===== config.mk =====
export PLATFORM = sky130hd
export DESIGN_NAME = burst_aux_ctrl
export DESIGN_NICKNAME = d
export VERILOG_FILES = /design/src/logic/burst_aux_pkg.sv /design/src/logic/burst_aux_ctrl.sv
export SDC_FILE = /design/constraint.sdc
export NUM_CORES = 1
export LEC_CHECK = 0
export ABC_AREA = 1
export BUFFER_PORTS_ARGS = -buffer_cell sky130_fd_sc_hd__buf_4
export CORE_ASPECT_RATIO = 0.5
export CORE_UTILIZATION = 30
export CTS_CLUSTER_DIAMETER = 50
export DETAILED_ROUTE_END_ITERATION = 7
export PLACE_DENSITY_LB_ADDON = 0.25
export SKIP_LAST_GASP = 1
export SLEW_MARGIN = 20
export SYNTH_ARGS = -nofsm -noshare
export SYNTH_HDL_FRONTEND = slang
export SYNTH_SLANG_ARGS = --single-unit

===== constraint.sdc =====
create_clock -name mclk -period 4.82 [get_ports mclk]
set_clock_uncertainty 0.2 [all_clocks]
set_input_delay 0.723 -clock mclk [delete_from_list [all_inputs] [get_ports mclk]]
set_output_delay 0.723 -clock mclk [all_outputs]
set_load 0.02 [all_outputs]

===== src/logic/burst_aux_pkg.sv =====
// constants and types for burst timing and auxiliary converter control
package burst_aux_pkg;
	// ==========================================
	// register addresses
	localparam logic [3:0] ADDR_READ_REQ = 4'h0;
	localparam logic [3:0] ADDR_BURST = 4'h3;
	localparam logic [3:0] ADDR_CONV_CTRL = 4'h4;
	localparam logic [3:0] ADDR_CH1A = 4'h5;
	localparam logic [3:0] ADDR_CH1B = 4'h6;
	localparam logic [3:0] ADDR_CH2 = 4'h7;
	localparam logic [3:0] ADDR_CH3 = 4'h8;
	localparam logic [3:0] ADDR_CH4 = 4'h9;
	// ==========================================
	// burst control subaddresses, bits 11:8 of a write
	localparam logic [3:0] SUB_MODE = 4'ha;
	localparam int SUB_BURST_MSB = 11;
	localparam int SUB_BURST_LSB = 8;
	localparam int NUM_DELAYS = 5;
	localparam int DLY_RU = 0;
	localparam int DLY_RM = 1;
	localparam int DLY_RD = 2;
	localparam int DLY_FALL = 3;
	localparam int DLY_RISE = 4;
	// ==========================================
	// converter control subaddresses, bits 11:9 of a write
	localparam logic [2:0] SUB_CONV_DELAY = 3'h0;
	localparam logic [2:0] SUB_FLAGS = 3'h1;
	localparam logic [2:0] SUB_AUX_OFF = 3'h4;
	localparam logic [2:0] SUB_I_OFF = 3'h5;
	localparam logic [2:0] SUB_Q_OFF = 3'h6;
	localparam logic [2:0] SUB_TRIGGER = 3'h7;
	localparam int SUB_CONV_LSB = 9;
	// ==========================================
	// pending flag bits, also the converter channel codes
	localparam int FLAG_CH1A = 0;
	localparam int FLAG_FIRST_OFF = 5;
	localparam int NUM_FLAGS = 8;
	localparam int NUM_RESULTS = 5;
	// ==========================================
	// reset values
	localparam logic [11:0] DELAY_RESET = 12'h000;
	localparam logic [6:0] CONV_DELAY_RESET = 7'h00;
	localparam logic [8:0] OFFSET_RESET = 9'h000;
	localparam logic [11:0] RESULT_RESET = 12'h000;
	localparam logic STROBE_IDLE = 1'b1;
	// ==========================================
	// timing
	localparam int QB_CYCLES = 12;
	localparam int RAMP_STEP_CYCLES = 24;
	localparam int RAMP_ENTRIES = 16;
	localparam int CONV_UNIT_CYCLES = 48;
	localparam int CONV_UNIT_QB = CONV_UNIT_CYCLES / QB_CYCLES;
	localparam int OFFSET_TIME_US = 100;
	localparam int MCLK_MHZ = 125;
	localparam int OFFSET_CYCLES = OFFSET_TIME_US * MCLK_MHZ;
	// ==========================================
	// types
	typedef enum logic [1:0] {
		SEQ_IDLE = 2'b00,
		SEQ_CONV = 2'b01,
		SEQ_OFFS = 2'b11
	} seq_state_t;
	typedef enum logic [1:0] {
		RAMP_UP = 2'h0,
		RAMP_MID = 2'h1,
		RAMP_DOWN = 2'h2
	} ramp_phase_t;
endpackage

===== src/logic/burst_aux_ctrl.sv =====
// burst timing and auxiliary converter control register block
// Function
// - ramp-up starts after programmed quarterbit delay
// - sixteen ramp entries, one per 24 clocks
// - mid ramp only in multislot mode
// - ramp-down starts after its quarterbit delay
// - burst strobe falls after first delay
// - strobe rises after second, larger delay
// - converter register split by 3-bit subaddress
// - in-burst conversion after 48-clock unit delay
// - read-only flags show pending measurements
// - flag bits Q,I,aux,ch4,ch3,ch2,1B,1A
// - signed offsets subtracted from samples, results
// - offset registers read/write, reset to zero
// - trigger write starts selected offset measurements
// - offset measurements run one after another
// - each offset measurement takes about 100 us
// - channel 1 keeps in and out results
// - channels 2-4 results in bits 11:0
// - delays built from a low byte and a high nibble
`timescale 1ns/1ps
module burst_aux_ctrl #(
	parameter int OFFSET_MEAS_CYCLES = burst_aux_pkg::OFFSET_CYCLES
) (
	input wire logic mclk,
	input wire logic rstn,
	input wire logic transmitOnPin,
	input wire logic regWrite,
	input wire logic [3:0] regAddr,
	input wire logic [11:0] regData,
	input wire logic regRead,
	output logic [11:0] readData,
	output logic readValid,
	output logic rampStrobe,
	output logic [3:0] rampEntry,
	output logic [1:0] rampPhase,
	output logic burstStrobeOut,
	input wire logic [3:0] convRequest,
	output logic convStart,
	output logic [2:0] convChannel,
	input wire logic convDone,
	input wire logic [11:0] convResult,
	input wire logic bbRxValid,
	input wire logic [11:0] bbRxI,
	input wire logic [11:0] bbRxQ,
	output logic bbRxValidOut,
	output logic [11:0] bbRxIOut,
	output logic [11:0] bbRxQOut
);
	localparam int MW = $clog2(OFFSET_MEAS_CYCLES + 1);

	// ==========================================
	// registers
	logic [11:0] delays [burst_aux_pkg::NUM_DELAYS];
	logic multislot;
	logic [6:0] convDelay;
	logic [8:0] offsets [3];
	logic [11:0] results [burst_aux_pkg::NUM_RESULTS];
	logic [7:0] pending;
	logic [3:0] readAddr;
	logic [3:0] readSub;
	logic burstWrite;
	logic convWrite;
	logic [3:0] burstSub;
	logic [2:0] convSub;

	// write decode
	assign burstWrite = regWrite && regAddr == burst_aux_pkg::ADDR_BURST;
	assign convWrite = regWrite && regAddr == burst_aux_pkg::ADDR_CONV_CTRL;
	assign burstSub = regData[burst_aux_pkg::SUB_BURST_MSB:burst_aux_pkg::SUB_BURST_LSB];
	assign convSub = regData[burst_aux_pkg::SUB_BURST_MSB:burst_aux_pkg::SUB_CONV_LSB];

	for (genvar d = 0; d < burst_aux_pkg::NUM_DELAYS; d++) begin : gDelay
		always_ff @(posedge mclk or negedge rstn) begin
			if (!rstn) begin
				delays[d] <= burst_aux_pkg::DELAY_RESET;
			end else if (burstWrite && burstSub[3:1] == 3'(d)) begin
				if (burstSub[0]) begin
					delays[d][11:8] <= regData[3:0];
				end else begin
					delays[d][7:0] <= regData[7:0];
				end
			end
		end
	end

	// single or double burst mode
	always_ff @(posedge mclk or negedge rstn) begin
		if (!rstn) begin
			multislot <= 1'b0;
		end else if (burstWrite && burstSub == burst_aux_pkg::SUB_MODE) begin
			multislot <= regData[0];
		end
	end

	always_ff @(posedge mclk or negedge rstn) begin
		if (!rstn) begin
			convDelay <= burst_aux_pkg::CONV_DELAY_RESET;
		end else if (convWrite && convSub == burst_aux_pkg::SUB_CONV_DELAY) begin
			convDelay <= regData[6:0];
		end
	end

	// ==========================================
	// transmit-on synchroniser and quarterbit counter
	logic txSync1;
	logic txSync2;
	logic txPrev;
	logic txRise;
	logic running;
	logic [3:0] qbDiv;
	logic [11:0] qbCount;
	logic qbEdge;

	// pin crosses two flops before the edge detector
	always_ff @(posedge mclk or negedge rstn) begin
		if (!rstn) begin
			txSync1 <= 1'b0;
			txSync2 <= 1'b0;
			txPrev <= 1'b0;
		end else begin
			txSync1 <= transmitOnPin;
			txSync2 <= txSync1;
			txPrev <= txSync2;
		end
	end
	assign txRise = txSync2 && !txPrev;

	always_ff @(posedge mclk or negedge rstn) begin
		if (!rstn) begin
			running <= 1'b0;
			qbDiv <= 4'h0;
			qbCount <= 12'h000;
		end else if (txRise) begin
			running <= 1'b1;
			qbDiv <= 4'h0;
			qbCount <= 12'h000;
		end else if (running) begin
			if (qbDiv == 4'(burst_aux_pkg::QB_CYCLES - 1)) begin
				qbDiv <= 4'h0;
				// stop the counter at 0xfff so a late event cannot fire twice
				if (qbCount == 12'hfff) begin
					running <= 1'b0;
				end else begin
					qbCount <= qbCount + 12'h001;
				end
			end else begin
				qbDiv <= qbDiv + 4'h1;
			end
		end
	end
	assign qbEdge = running && qbDiv == 4'h0;

	// event strobes, one cycle at the start of the matching quarterbit
	logic [burst_aux_pkg::NUM_DELAYS-1:0] evt;
	logic convEvt;
	for (genvar e = 0; e < burst_aux_pkg::NUM_DELAYS; e++) begin : gEvt
		assign evt[e] = qbEdge && qbCount == delays[e];
	end
	assign convEvt = qbEdge &&
		qbCount == 12'({5'h00, convDelay} * burst_aux_pkg::CONV_UNIT_QB);

	// ==========================================
	// ramp sequencer
	logic [4:0] stepDiv;
	logic rampActive;

	always_ff @(posedge mclk or negedge rstn) begin
		if (!rstn) begin
			rampActive <= 1'b0;
			rampPhase <= burst_aux_pkg::RAMP_UP;
			rampEntry <= 4'h0;
			stepDiv <= 5'h00;
		end else if (evt[burst_aux_pkg::DLY_RU]) begin
			rampActive <= 1'b1;
			rampPhase <= burst_aux_pkg::RAMP_UP;
			rampEntry <= 4'h0;
			stepDiv <= 5'h00;
		end else if (evt[burst_aux_pkg::DLY_RM] && multislot) begin
			rampActive <= 1'b1;
			rampPhase <= burst_aux_pkg::RAMP_MID;
			rampEntry <= 4'h0;
			stepDiv <= 5'h00;
		end else if (evt[burst_aux_pkg::DLY_RD]) begin
			rampActive <= 1'b1;
			rampPhase <= burst_aux_pkg::RAMP_DOWN;
			rampEntry <= 4'h0;
			stepDiv <= 5'h00;
		end else if (rampActive) begin
			if (stepDiv == 5'(burst_aux_pkg::RAMP_STEP_CYCLES - 1)) begin
				stepDiv <= 5'h00;
				rampEntry <= rampEntry + 4'h1;
			end else begin
				stepDiv <= stepDiv + 5'h01;
			end
			if (stepDiv == 5'h00 &&
				rampEntry == 4'(burst_aux_pkg::RAMP_ENTRIES - 1)) begin
				rampActive <= 1'b0;
			end
		end
	end
	// strobe marks each of the sixteen entries
	assign rampStrobe = rampActive && stepDiv == 5'h00;

	always_ff @(posedge mclk or negedge rstn) begin
		if (!rstn) begin
			burstStrobeOut <= burst_aux_pkg::STROBE_IDLE;
		end else if (evt[burst_aux_pkg::DLY_RISE]) begin
			burstStrobeOut <= 1'b1;
		end else if (evt[burst_aux_pkg::DLY_FALL]) begin
			burstStrobeOut <= 1'b0;
		end
	end

	// ==========================================
	// converter sequencer
	burst_aux_pkg::seq_state_t seqState;
	logic [MW-1:0] measCount;
	logic [7:0] setPend;
	logic [7:0] clrPend;
	logic [2:0] nextChannel;
	logic seqFinish;

	// highest pending code wins, so offsets go ahead of channels
	always_comb begin
		nextChannel = 3'h0;
		for (int i = 0; i < burst_aux_pkg::NUM_FLAGS; i++) begin
			if (pending[i]) begin
				nextChannel = 3'(i);
			end
		end
	end

	// trigger bits Q,I,aux map onto flags 7:5
	assign setPend = {convWrite && convSub == burst_aux_pkg::SUB_TRIGGER ? regData[2:0] : 3'h0,
		convRequest, convEvt};

	always_ff @(posedge mclk or negedge rstn) begin
		if (!rstn) begin
			seqState <= burst_aux_pkg::SEQ_IDLE;
			convStart <= 1'b0;
			convChannel <= 3'h0;
			measCount <= '0;
		end else begin
			convStart <= 1'b0;
			unique case (seqState)
				burst_aux_pkg::SEQ_IDLE: begin
					if (|pending) begin
						convStart <= 1'b1;
						convChannel <= nextChannel;
						measCount <= '0;
						if (nextChannel >= 3'(burst_aux_pkg::FLAG_FIRST_OFF)) begin
							seqState <= burst_aux_pkg::SEQ_OFFS;
						end else begin
							seqState <= burst_aux_pkg::SEQ_CONV;
						end
					end
				end
				burst_aux_pkg::SEQ_CONV: begin
					if (convDone) begin
						seqState <= burst_aux_pkg::SEQ_IDLE;
					end
				end
				burst_aux_pkg::SEQ_OFFS: begin
					if (measCount == MW'(OFFSET_MEAS_CYCLES - 1)) begin
						seqState <= burst_aux_pkg::SEQ_IDLE;
					end else begin
						measCount <= measCount + 1'b1;
					end
				end
				default: begin
					seqState <= burst_aux_pkg::SEQ_IDLE;
				end
			endcase
		end
	end
	assign seqFinish = (seqState == burst_aux_pkg::SEQ_CONV && convDone) ||
		(seqState == burst_aux_pkg::SEQ_OFFS && measCount == MW'(OFFSET_MEAS_CYCLES - 1));

	// clear together with the result store
	always_comb begin
		clrPend = 8'h00;
		clrPend[convChannel] = seqFinish;
	end

	// pending flags, a new request beats the clear
	always_ff @(posedge mclk or negedge rstn) begin
		if (!rstn) begin
			pending <= 8'h00;
		end else begin
			pending <= (pending & ~clrPend) | setPend;
		end
	end

	// ==========================================
	// offsets and results
	logic [11:0] auxOffWide;
	assign auxOffWide = {{3{offsets[0][8]}}, offsets[0]};

	// host writes, measured value wins on a tie
	always_ff @(posedge mclk or negedge rstn) begin
		if (!rstn) begin
			for (int k = 0; k < 3; k++) begin
				offsets[k] <= burst_aux_pkg::OFFSET_RESET;
			end
		end else begin
			for (int k = 0; k < 3; k++) begin
				if (seqFinish && seqState == burst_aux_pkg::SEQ_OFFS &&
					convChannel == 3'(burst_aux_pkg::FLAG_FIRST_OFF + k)) begin
					offsets[k] <= convResult[8:0];
				end else if (convWrite && convSub == burst_aux_pkg::SUB_AUX_OFF + 3'(k)) begin
					offsets[k] <= regData[8:0];
				end
			end
		end
	end

	always_ff @(posedge mclk or negedge rstn) begin
		if (!rstn) begin
			for (int r = 0; r < burst_aux_pkg::NUM_RESULTS; r++) begin
				results[r] <= burst_aux_pkg::RESULT_RESET;
			end
		end else if (seqFinish && seqState == burst_aux_pkg::SEQ_CONV) begin
			results[convChannel] <= convResult - auxOffWide;
		end
	end

	// baseband receive correction, wraps on overflow
	always_ff @(posedge mclk or negedge rstn) begin
		if (!rstn) begin
			bbRxValidOut <= 1'b0;
			bbRxIOut <= 12'h000;
			bbRxQOut <= 12'h000;
		end else begin
			bbRxValidOut <= bbRxValid;
			if (bbRxValid) begin
				bbRxIOut <= bbRxI - {{3{offsets[1][8]}}, offsets[1]};
				bbRxQOut <= bbRxQ - {{3{offsets[2][8]}}, offsets[2]};
			end
		end
	end

	// ==========================================
	// read path
	logic [11:0] readMux;
	logic [2:0] rdIdx;
	assign rdIdx = readSub[3:1];

	// address latched from the read request
	always_ff @(posedge mclk or negedge rstn) begin
		if (!rstn) begin
			readAddr <= 4'h0;
			readSub <= 4'h0;
		end else if (regWrite && regAddr == burst_aux_pkg::ADDR_READ_REQ) begin
			readAddr <= regData[7:4];
			readSub <= regData[3:0];
		end
	end

	// flag order; write-only and unmapped read zero
	always_comb begin
		readMux = 12'h000;
		unique case (readAddr)
			burst_aux_pkg::ADDR_BURST: begin
				if (readSub == burst_aux_pkg::SUB_MODE) begin
					readMux = {11'h000, multislot};
				end else if (rdIdx < 3'(burst_aux_pkg::NUM_DELAYS)) begin
					readMux = readSub[0] ? {8'h00, delays[rdIdx][11:8]} :
						{4'h0, delays[rdIdx][7:0]};
				end
			end
			burst_aux_pkg::ADDR_CONV_CTRL: begin
				unique case (readSub[2:0])
					burst_aux_pkg::SUB_CONV_DELAY: readMux = {5'h00, convDelay};
					burst_aux_pkg::SUB_FLAGS: readMux = {4'h0, pending};
					burst_aux_pkg::SUB_AUX_OFF: readMux = {3'h0, offsets[0]};
					burst_aux_pkg::SUB_I_OFF: readMux = {3'h0, offsets[1]};
					burst_aux_pkg::SUB_Q_OFF: readMux = {3'h0, offsets[2]};
					default: readMux = 12'h000;
				endcase
			end
			burst_aux_pkg::ADDR_CH1A: readMux = results[0];
			burst_aux_pkg::ADDR_CH1B: readMux = results[1];
			burst_aux_pkg::ADDR_CH2: readMux = results[2];
			burst_aux_pkg::ADDR_CH3: readMux = results[3];
			burst_aux_pkg::ADDR_CH4: readMux = results[4];
			default: readMux = 12'h000;
		endcase
	end

	// registered read answer
	always_ff @(posedge mclk or negedge rstn) begin
		if (!rstn) begin
			readData <= 12'h000;
			readValid <= 1'b0;
		end else begin
			readValid <= regRead;
			if (regRead) begin
				readData <= readMux;
			end
		end
	end
endmodule // burst_aux_ctrl


==> results summary, run 1 <==
For this design, the CTS-stage hold fixing added 0 buffers. The count of warnings emitted by yosys is 0. The repair_antennas step left the layout with diodes totalling 0. The number of standard-cell rows in the floorplan came out at 57. The number of register bits inferred by synthesis is 262. The detailed router's first-iteration violation count came out at ~1300.

The initial antenna violation count is 0. The delay of the slowest critical-path stage is 0.99 ns. The net count of the mapped netlist came out at 2135. The most used flip-flop cell after synthesis is dfrtp_1.

Based on the critical path, the design can be clocked at up to 311 MHz. The buffer cell driving the clock tree root is clkbuf_16. The async set-reset flop share out of synthesis is 100%. The count of final hold-check violations came out at 12. The overall fraction of global-route tracks in use is 19.4%. At the pin with the least slew margin, the transition time is 0.983 ns. The maximum fanout along the worst path came out at 33. The fraction of layout cells with a size suffix above 1 is under 10%.

At the later pin of the worst-skew pair, clock insertion delay measures 0.58 ns. The power density normalized to cell area came out at 450 nW/um2. The number of ports placed on the die boundary is 113.

The global-route wire length before repair came out at slightly below 80 mm. Global routing consumed, on the met1 layer, 28.3% of the routing resources. The via count of the first global-routing pass came out at 13200. The accumulated negative setup slack came out at 0 ns. In the routed design, unresolved DRC markers number 0. TritonCTS built the clock tree. Overall power consumption after layout is estimated at 7970 uW.

The arrival time at the worst endpoint came out at 3.48 ns. Summed over all layers, the routed wires come to 50.3 mm. Averaged over all synthesized cells, the footprint is 7.50 um2. After clock tree synthesis, the clock-pin slew on the worst setup and hold paths is 0.07 ns. In this run the worst hold path is classified as in2async.

The count of nets left with antenna violations once routing finished came out at 0. The floorplan step defined a die boundary enclosing about 52000 um2. The count of buffers added by post-CTS timing repair for setup came out at 0. The deepest level of the CTS H-tree came out at 1. The total half-perimeter wirelength after legalization and detailed placement is 37.1 mm. The final period utilization is 66.8%. Among the stages of the critical path, the cell type that occurs most often is nand2_1. The total congestion overflow came out at 0.

The routed via count divided by cell count came out at 4.97. The total area inside the core boundary comes to 49300 um2. The count of maximum capacitance violations came out at 0.

For this run, the register share of the synthesized area comes to 43.1%. The clock drives 262 sinks. The count of buffers added on input and output ports is 112. The clock passes through at most 3 buffers. The classification of the worst setup path is reg2reg. The number of max-slew violations in the final report came out at 0.

The number of standard cells after synthesis is 2028. The global placer's final weighted congestion is 0.997. The cell area after synthesis is 15200 um2.

The data required time at the worst endpoint came out at between 5 and 6 ns. The number of buffers added by the clock tree synthesis step is 29. In this run, post-CTS repair resized a total of 0 instances. The routed wire length per instance came out at about 18 um. The fraction of met3 tracks used by global routing came out at 2.90%. The most heavily used metal layer in global routing is met2. The number of nets in the finished design is 2216. The area overhead of the layout relative to synthesis came out at 16.4%. VDD sags by at most approximately 0.33 mV. Setup repair after global routing left no endpoint under its margin. The flow ran to the end, but the final reports show violations. The number of distinct library cell variants in the gate-level netlist after synthesis came out at 56. The maximum number of pins on one net before global-route repair is 98.

The worst slack on hold paths is -0.0201 ns. The final reports fail on negative hold slack. Measured against its own limit, the worst slew margin works out to 34.2%. The standby leakage power came out at 0.00845 uW.

The worst setup path is captured at a flop. The slowest stage of the critical path is the dfrtp_1 cell. The utilization of the core after routing came out at 35.9%. The met2 track demand over resource in global routing is 30.1%. The width of the die is 320 um. The number of enable-type register cells in the synthesized netlist came out at 0. The signal on the critical path passes through inv_1 -> nand2_1 -> inv_1 -> nand3_1 -> nand2_1 -> o21ai_1 -> nand3_1 -> o21ai_0 -> nand2_1.

The total number of vias came out at 14000. After layout, the minimum clock period comes to 3.22 ns. For this configuration, the core starts out at a cell density of 30.9%. Setup violations remaining at the end of the flow were counted as 0. The height of the die is ~160 um. The critical path launch point type is a flop. The pre-antenna-repair detailed-routing pass consisted of 5 iterations.
==> stage by stage <==
stage	instance area, um2	setup WS [ns]	std cells
after global routing	17700	1.32	2810
after floorplan	15200	2.25	2028
after global placement	16600	1.52	2756
after CTS	17700	1.75	2810
final	17700	1.60	2810
after detailed placement	16600	1.58	2756
==> where the power goes <==
group / leakage, uW / switching [uW] / total (uW) / internal [uW]
Sequential: 0.00333 / 384 / 3060 / 2680
Combinational: 0.00459 / 1580 / 2390 / 812
Clock: 0.000536 / 1000 / 2520 / 1510
==> Yosys cell counts (3+ instances only) <==
master       n  share of area [%]
nand2_1    524                 13
o21ai_0    262                8.6
dfrtp_1    261                 43
inv_1      212                5.2
nor2_1     159                3.9
nand3_1    153                5.0
a21oi_1     67                2.2
nand4_1     49                2.0
ha_1        41                3.4
xor2_1      36                2.1
o22ai_1     34                1.4
nor3_1      31                1.0
clkbuf_1    29               0.72
buf_2       22               0.72
xnor2_1     20                1.2
a31oi_1     11               0.45
inv_2       10               0.25
o211ai_1    10               0.49
buf_4        9               0.44
or2_2        8               0.33
nor4_1       7               0.29
a21o_1       5               0.25
buf_6        5               0.37
nand3b_1     5               0.25
o21a_1       5               0.25
a21boi_0     4               0.20
o221ai_1     4               0.23
or2_1        4               0.16
clkinv_1     3              0.074
fa_1         3               0.39
o2111ai_1    3               0.17
==> area by class of cell <==
type	count	area, um2
clock buffer	39	853
clock inverter	15	225
fill	5218	31600
inverter	225	845
multi-input combinational	1474	7450
sequential	262	6560
tap	678	848
timing repair buffer	117	911
==> worst paths after layout <==
path	startpoint	end	slack, ns	cells after the start
worst max register to register	readSub[1]	readData[6]	1.60	9
worst min-delay path	rstn	measCount[9]	-0.02	1
worst min register to register	txSync1	txSync2	0.15	0
worst max-delay path	readSub[1]	readData[6]	1.60	9
min in group mclk	transmitOnPin	txSync1	0.06	1
max in group asynchronous	rstn	burstStrobeOut	3.38	2
==> cell families (layout without fill, tap and decap cells) <==
group	count (synthesis)	count (layout)	synth area share, %
XOR/XNOR	56	56	3.23
buffers and inverters	292	396	7.87
flip-flops	262	262	43.1
AND/OR/NAND/NOR	957	957	27.1
adder cells (fa/ha/maj)	44	44	3.77
AO/OA/AOI/OAI	417	417	14.9
==> worst max-delay path, delay by kind of cell (launching register included) <==
family          cells  cell delay (ns)
simple gates        5             0.71
buf+inv             2             0.80
compound gates      2             0.39
flops               1             0.99
==> layer usage <==
layer  vias to the layer above  share of wire [%]
li1                       6886                  -
met4                         0                2.6
met2                       382                 44
met1                      6622                 47
met3                        76                6.5
met5                         -                  0
==> layout by cell type, fill, tap and decap left out, drive strengths merged, types with 34 or more instances in the layout <==
| master | count |
|---|---|
| nand4 | 50 |
| o22ai | 34 |
| nand2 | 526 |
| a21oi | 68 |
| inv | 224 |
| ha | 41 |
| o21ai | 265 |
| nand3 | 154 |
| buf | 117 |
| xor2 | 36 |
| nor2 | 164 |
| dfrtp | 261 |
| clkbuf | 39 |
==> state kept, by name, summed over array words and instances, names as in the netlist, 5 cells and up <==
register / flops
delays: 60
results: 60
offsets: 18
measCount: 14
bbRxIOut: 12
bbRxQOut: 12
qbCount: 12
readData: 12
auxOffWide: 9
pending: 8
convDelay: 7
stepDiv: 5
No activity file was read; power rests on OpenSTA's default activity.
==> run 2, diff against run 1 <==
==> constraint.sdc (replaced) <==
create_clock -name mclk -period 3 [get_ports mclk]
set_clock_uncertainty 0.2 [all_clocks]
set_input_delay 0.45 -clock mclk [delete_from_list [all_inputs] [get_ports mclk]]
set_output_delay 0.45 -clock mclk [all_outputs]
set_load 0.02 [all_outputs]
==> run 2 against run 1 <==
Against the previous run:
- the run now ends clean
- setup slack got worse by 1.4 ns
- first-iteration DRC count down 15%
- count of clock-buffer cells in the layout up 2
- sequential share of layout area is 0.83 points lower
- largest cell class unchanged
==> results summary, run 2 (same netlist as run 1, synthesis figures left out) <==
The area overhead of the layout relative to synthesis came out at 19.0%. The sum of routed wire length over all layers is 49.4 mm (-1.7%). The sink count of the clock tree came to 262 (unchanged). Tracing the worst setup path back leads to its startpoint at measCount[0].

The deepest level of the CTS H-tree is 1 (unchanged). The highest clock rate came out at 353 MHz (+14%). The total number of vias came out at 14200 (+1.8%). STA classifies the critical path endpoint as a flop.

The count of maximum capacitance violations came out at 0 (unchanged). The count of final hold-check violations came out at 0 (-12). The shortest clock period the worst path allows after layout was 2.84 ns (-0.383 ns). The clock insertion delay at the later pin of the skew report is 0.59 ns (about the same). The detailed-route DRC error count is 0 (unchanged). The accumulated negative setup slack came out at 0 ns (unchanged). The critical path launch point type is a flop. The number of standard-cell rows in the floorplan is 57 (unchanged). The setup slack on the worst flop-to-flop path came out at 0.16 ns (-1.44 ns). The total half-perimeter wirelength after legalization and detailed placement is 36.8 mm (-0.75%). The global-route wire length before repair was 78.3 mm (about the same). The capturing element of the worst setup path is offsets[2].

The standby leakage power is 0.00867 uW (+2.5%). The library cell used most frequently in the layout, excluding fill and tap cells, is nand2_1. TritonCTS built the clock tree. The global placer's final weighted congestion came to 0.950 (-4.7%).

The core area is 49300 um2 (unchanged). The iteration count of the initial detailed-routing pass was 5 (unchanged). The count of cells along the worst hold path came out at 3. The number of buffer cells added on primary ports is 112 (unchanged). The utilization of the core after routing came out at 36.7% (+0.82 points). The worst register-to-register path ends at offsets[2].

The number of buffers added by the clock tree synthesis step is 30 (+3.4%). The length in cells of the worst reg-to-reg path is 10 (+1). The power density normalized to cell area is 699 nW/um2 (+55%). The path type of the worst min-delay path is in2reg. In this run the most critical hold path is launched from regData[8].

The cell area after layout came out at 18100 um2 (+2.3%). The number of nets in the finished design came out at 2267 (+2.3%). The area of the die was 51600 um2 (unchanged). The height of the die came out at 161 um (unchanged).

The starting density of the core came to 30.9% (unchanged). The via count of the first global-routing pass came out at 13700 (+3.4%). The number of max-slew violations in the final report is 0 (unchanged). The final count of negative-setup-slack endpoints came out at 0 (unchanged). The worst register-to-register path begins at measCount[0]. Setup repair after global routing left no endpoint under its margin. The detailed router's first-iteration violation count was 1111 (-15%). The clock-pin slew on the worst setup and hold paths came out at 0.07 ns (about the same). The final period utilization is 94.6% (+28 points). The maximum fanout along the worst path came to 10 (-70%).

The worst max-slew margin expressed relative to the limit came out at 35.3% (+1.1 points). The fraction of layout cells with a size suffix above 1 came out at 10.4% (+0.69 points). The antenna diode instance count came out at 0 (unchanged). The number of ports placed on the die boundary came out at 113 (unchanged). The worst setup path is of the reg2reg kind. In the layout the commonest cells are 524 x nand2_1, 262 x o21ai_0, 261 x dfrtp_1, 212 x inv_1, 159 x nor2_1.

The count of buffers added by post-CTS timing repair for setup was 0 (unchanged). The area of placed instances is 16800 um2 (+1.1%). The measured slew at the worst slew-check pin came out at 0.966 ns (-0.0166 ns). The total congestion overflow came out at 0 (unchanged). The final cell count without fillers is 2861 (+1.8%). The maximum number of pins on one net before global-route repair came out at 74 (-24%).

The run finished with clean final reports. The width of the die came to 320 um (unchanged). The largest registers in the layout are delays (60), results (60), offsets (18). The data required time at the worst endpoint is 3.27 ns (-1.81 ns).

The arrival time at the worst endpoint was 3.11 ns (-0.37 ns). The count of placed standard cells including taps came to 2778 (+0.80%). The cell sitting at the root of the clock tree is a clkbuf_16. The overall fraction of global-route tracks in use is 19.3% (-0.16 points). The filler cell count came out at 5153 (-1.2%). The peak supply drop is 0.466 mV (+41%). The routed via count divided by cell count came to 4.97 (about the same). The routed wire length per instance came out at 17.3 um (-3.5%). The initial antenna violation count came out at 0 (unchanged). The count of antenna-violating nets left after detailed routing was 0 (unchanged). The largest buffer count on any clock path came out at 3 (unchanged).
==> run 2: area by class of cell <==
cell class,count,area [um2],area share [%]
clock buffers,41,852,4.71
clock inverters,14,165,0.913
inverters,225,845,4.67
multi-input cells,1474,7460,41.2
flip-flops and latches,262,6560,36.2
well taps,678,848,4.69
repair buffers,167,1370,7.56
==> run 2: worst min-delay path by stage <==
stage / to
4_1_cts: offsets[8]
3_5_place_dp: txSync2
5_1_grt: offsets[8]
2_1_floorplan: auxOffWide[0]
3_3_place_gp: txSync2
6_report: offsets[8]
==> run 2: what timing repair did <==
action / in CTS / in global routing
endpoints found under the setup margin: 0 / 8
hold endpoints to repair: 103 / 0
gates resized for setup: 0 / 1
hold buffers: 28 / 0
==> run 2: per-layer routing <==
layer | share of wire, % | wire length, um | track usage, %
met5 | 0 | 0 | 0
met4 | 2.4 | 1190 | 4.92
met2 | 44 | 21700 | 30.3
met3 | 5.7 | 2820 | 2.80
met1 | 48 | 23700 | 27.7
==> run 2: critical path, cell delays in order, from the launching register on <==
cell,delay (ns)
dfrtp_1,0.39
ha_1,0.34
nand3_1,0.12
nor2_1,0.08
and3_1,0.20
nand2_4,0.11
nor2_8,0.19
clkinv_1,0.27
nand3_1,0.15
nand3_1,0.09
dlygate4sd3_1,0.57
==> run 2: where the power goes <==
group          internal [uW]  switching (uW)  leakage [uW]
Combinational           1370            2590       0.00484
Clock                   2180            1630      0.000501
Sequential              4310             572       0.00333
==> run 2: through the flow <==
| step | worst slack, ns | hold WS [ns] | power [uW] |
|---|---|---|---|
| after CTS | 0.216 | 0.00311 | 12700 |
| after detailed placement | 0.341 | 0.147 | 8840 |
| after global placement | 0.355 | 0.140 | 8790 |
| after floorplan | 0.706 | -0.0456 | 7420 |
| after global routing | 0.0276 | 0.0133 | 13500 |
| final | 0.163 | 0.0319 | 12600 |
==> run 3, diff against run 2 <==
--- a/config.mk
+++ b/config.mk
@@ -8,10 +8,11 @@
 export ABC_AREA = 1
 export BUFFER_PORTS_ARGS = -buffer_cell sky130_fd_sc_hd__buf_4
 export CORE_ASPECT_RATIO = 0.5
+export CORE_MARGIN = 1.5
 export CORE_UTILIZATION = 30
 export CTS_CLUSTER_DIAMETER = 50
 export DETAILED_ROUTE_END_ITERATION = 7
-export PLACE_DENSITY_LB_ADDON = 0.25
+export PLACE_DENSITY_LB_ADDON = 0.2
 export SKIP_LAST_GASP = 1
 export SLEW_MARGIN = 20
 export SYNTH_ARGS = -nofsm -noshare
==> run 3 against run 2 <==
Against the previous run:
- die area grew 0.93%
- first-iteration DRC count increased by 15%
- routed wire length grew 4.3%
- final cell count is 0.94% higher
- critical path depth stayed put
- critical path type unchanged
- critical endpoint is now offsets[7]
- largest power group unchanged
==> results summary, run 3 (same netlist as run 1, synthesis figures left out) <==
The starting density of the core came out at 30.3% (-0.53 points). The height of the die came out at 162 um (+0.62%). The number of buffer cells added on primary ports is 112 (unchanged). The routed wire length per instance is 17.9 um (+3.3%). The peak supply drop is 0.433 mV (-7.1%). The core area is 50100 um2 (+1.8%). The total number of vias is 14100 (-1.1%). The count of final hold-check violations came out at 0 (unchanged). The number of standard-cell rows in the floorplan was 58 (+1.8%).

The initial antenna violation count came out at 0 (unchanged). The count of maximum capacitance violations came out at 0 (unchanged). The largest buffer count on any clock path came out at 3 (unchanged).

The accumulated negative setup slack was 0 ns (unchanged). The sum of routed wire length over all layers was 51.6 mm (+4.3%). The area overhead of the layout relative to synthesis came out at 20.2%. The clock insertion delay at the later pin of the skew report came out at 0.59 ns (about the same). The deepest level of the CTS H-tree came out at 1 (unchanged). The fraction of layout cells with a size suffix above 1 came out at 11.0% (+0.61 points). The detailed-route DRC error count is 0 (unchanged).

The critical path in this run is classified as reg2reg. The data required time at the worst endpoint came to 3.27 ns (about the same). The final period utilization came out at 91.2% (-3.4 points). The via count of the first global-routing pass came out at 13500 (-1.7%). The total half-perimeter wirelength after legalization and detailed placement came out at 38.3 mm (+3.9%).

TritonCTS built the clock tree. The number of nets in the finished design came out at 2280 (+0.57%). CTS placed an instance of clkbuf_16 at the clock tree root.

The detailed-route wire length on metal 1 was 25.0 mm (+5.3%). The number of ports placed on the die boundary is 113 (unchanged). The area of placed instances came out at 16900 um2 (+0.66%). The topmost layer with routed signal wires is met4.

The global-route wire length before repair is 79.9 mm (+2.0%). The standby leakage power was 0.00874 uW (+0.83%). The routed via count divided by cell count was 4.87 (-2.0%).

The wire length on met2 came out at 22.8 mm (+5.1%). The count of antenna-violating nets left after detailed routing came out at 0 (unchanged). The power density normalized to cell area was 708 nW/um2 (+1.3%). The highest clock rate is 366 MHz (+3.7%). The global placer's final weighted congestion came out at 0.931 (-1.9%).

The measured slew at the worst slew-check pin came to 0.947 ns (-0.0193 ns). The path class of the tightest hold or removal check is in2reg. The routed length on met3 was 2.98 mm (+5.8%). The worst path setup slack after routing came out at 0.265 ns (+0.101 ns). The total congestion overflow is 0 (unchanged). The area of the die was 52100 um2 (+0.93%). The number of buffers added by the clock tree synthesis step came to 31 (+3.3%). The shortest clock period the worst path allows after layout is 2.74 ns (-0.101 ns). The number of max-slew violations in the final report is 0 (unchanged). The antenna diode instance count came to 0 (unchanged). The maximum fanout along the worst path is 10 (unchanged).

The critical path launch point type is a flop. The commonest non-fill, non-tap cell in the layout is nand2_1. Setup repair after global routing left no endpoint under its margin. The overall fraction of global-route tracks in use came out at 19.8% (+0.47 points). The count of buffers added by post-CTS timing repair for setup is 0 (unchanged). The arrival time at the worst endpoint came out at 3.01 ns (-0.10 ns). The iteration count of the initial detailed-routing pass came out at 5 (unchanged). The cell area after layout came to 18300 um2 (+0.97%).

The utilization of the core after routing is 36.4% (-0.28 points). The detailed router's first-iteration violation count came to 1273 (+15%). The worst slack after detailed placement is 0.304 ns (-0.0369 ns). The clock-pin slew on the worst setup and hold paths came out at 0.06 ns (about the same). In the layout the commonest cells are 524 x nand2_1, 262 x o21ai_0, 261 x dfrtp_1, 212 x inv_1, 159 x nor2_1. The run finished with clean final reports. The maximum number of pins on one net before global-route repair was 56 (-24%). The sink count of the clock tree came out at 262 (unchanged). The largest registers in the layout are delays (60), results (60), offsets (18).

The worst max-slew margin expressed relative to the limit came out at 36.6% (+1.3 points). The final count of negative-setup-slack endpoints is 0 (unchanged). The width of the die was 321 um (+0.31%). The endpoint class of the critical path is a flop.
## run 3: cell types whose count changed in the layout (fill, tap and decap cells not counted), moves of 2 or more
cell        previous run  this run
inv_6                  1         4
buf_4                135       145
clkinvlp_4             1         4
clkbuf_8               6         2
bufinv_16              2         4
## run 3: per-stage QoR
stage | std cells | hold WS [ns] | power (uW)
5_1_grt | 2888 | 0.0343 | 13800
3_5_place_dp | 2801 | 0.142 | 8910
3_3_place_gp | 2801 | 0.139 | 8880
2_1_floorplan | 2028 | -0.0456 | 7420
4_1_cts | 2888 | 0.0111 | 13000
6_report | 2888 | 0.0401 | 12900
## run 3: power by group
group | internal (uW) | switching [uW] | total (uW)
clock network | 2330 | 1720 | 4040
logic | 1400 | 2620 | 4020
registers | 4300 | 569 | 4870
## run 3: area by class of cell
type | count | area [um2]
Inverter | 225 | 845
Multi-Input combinational cell | 1474 | 7450
Timing Repair Buffer | 179 | 1470
Tap cell | 690 | 863
Fill cell | 5321 | 31900
Clock buffer | 37 | 818
Sequential cell | 262 | 6560
Clock inverter | 21 | 258
## run 3: per-layer routing
metal / up-vias / GRT usage (%)
li1: 7018 / -
met1: 6667 / 29.0
met2: 327 / 30.7
met3: 51 / 3.29
met4: 0 / 3.56
met5: - / 0
## run 3: worst max-delay path: stages, from the launching register on
cell,delay [ns]
dfrtp_1,0.39
ha_2,0.29
nand3_1,0.10
nor2_1,0.08
and3_1,0.19
nand2_4,0.11
nor2_8,0.19
clkinv_1,0.27
nand3_1,0.16
nand3_1,0.08
dlygate4sd3_1,0.56
## run 3: worst paths after layout
check                             startpoint  cells past startpoint  slack [ns]            end
worst min-delay path              regData[7]                      5        0.04  auxOffWide[7]
worst max-delay path            measCount[0]                     10        0.26     offsets[7]
worst max register to register  measCount[0]                     10        0.26     offsets[7]
min in group asynchronous               rstn                      2        0.19     delays[30]
worst min register to register       txSync1                      0        0.16        txSync2
max in group asynchronous               rstn                      4        1.59     results[8]
## run 3: repair_timing
item                                    4_1_cts  5_1_grt
endpoints found under the setup margin        0        2
gates resized for setup                       0        1
hold endpoints to repair                    116        0
hold buffers                                 29        0
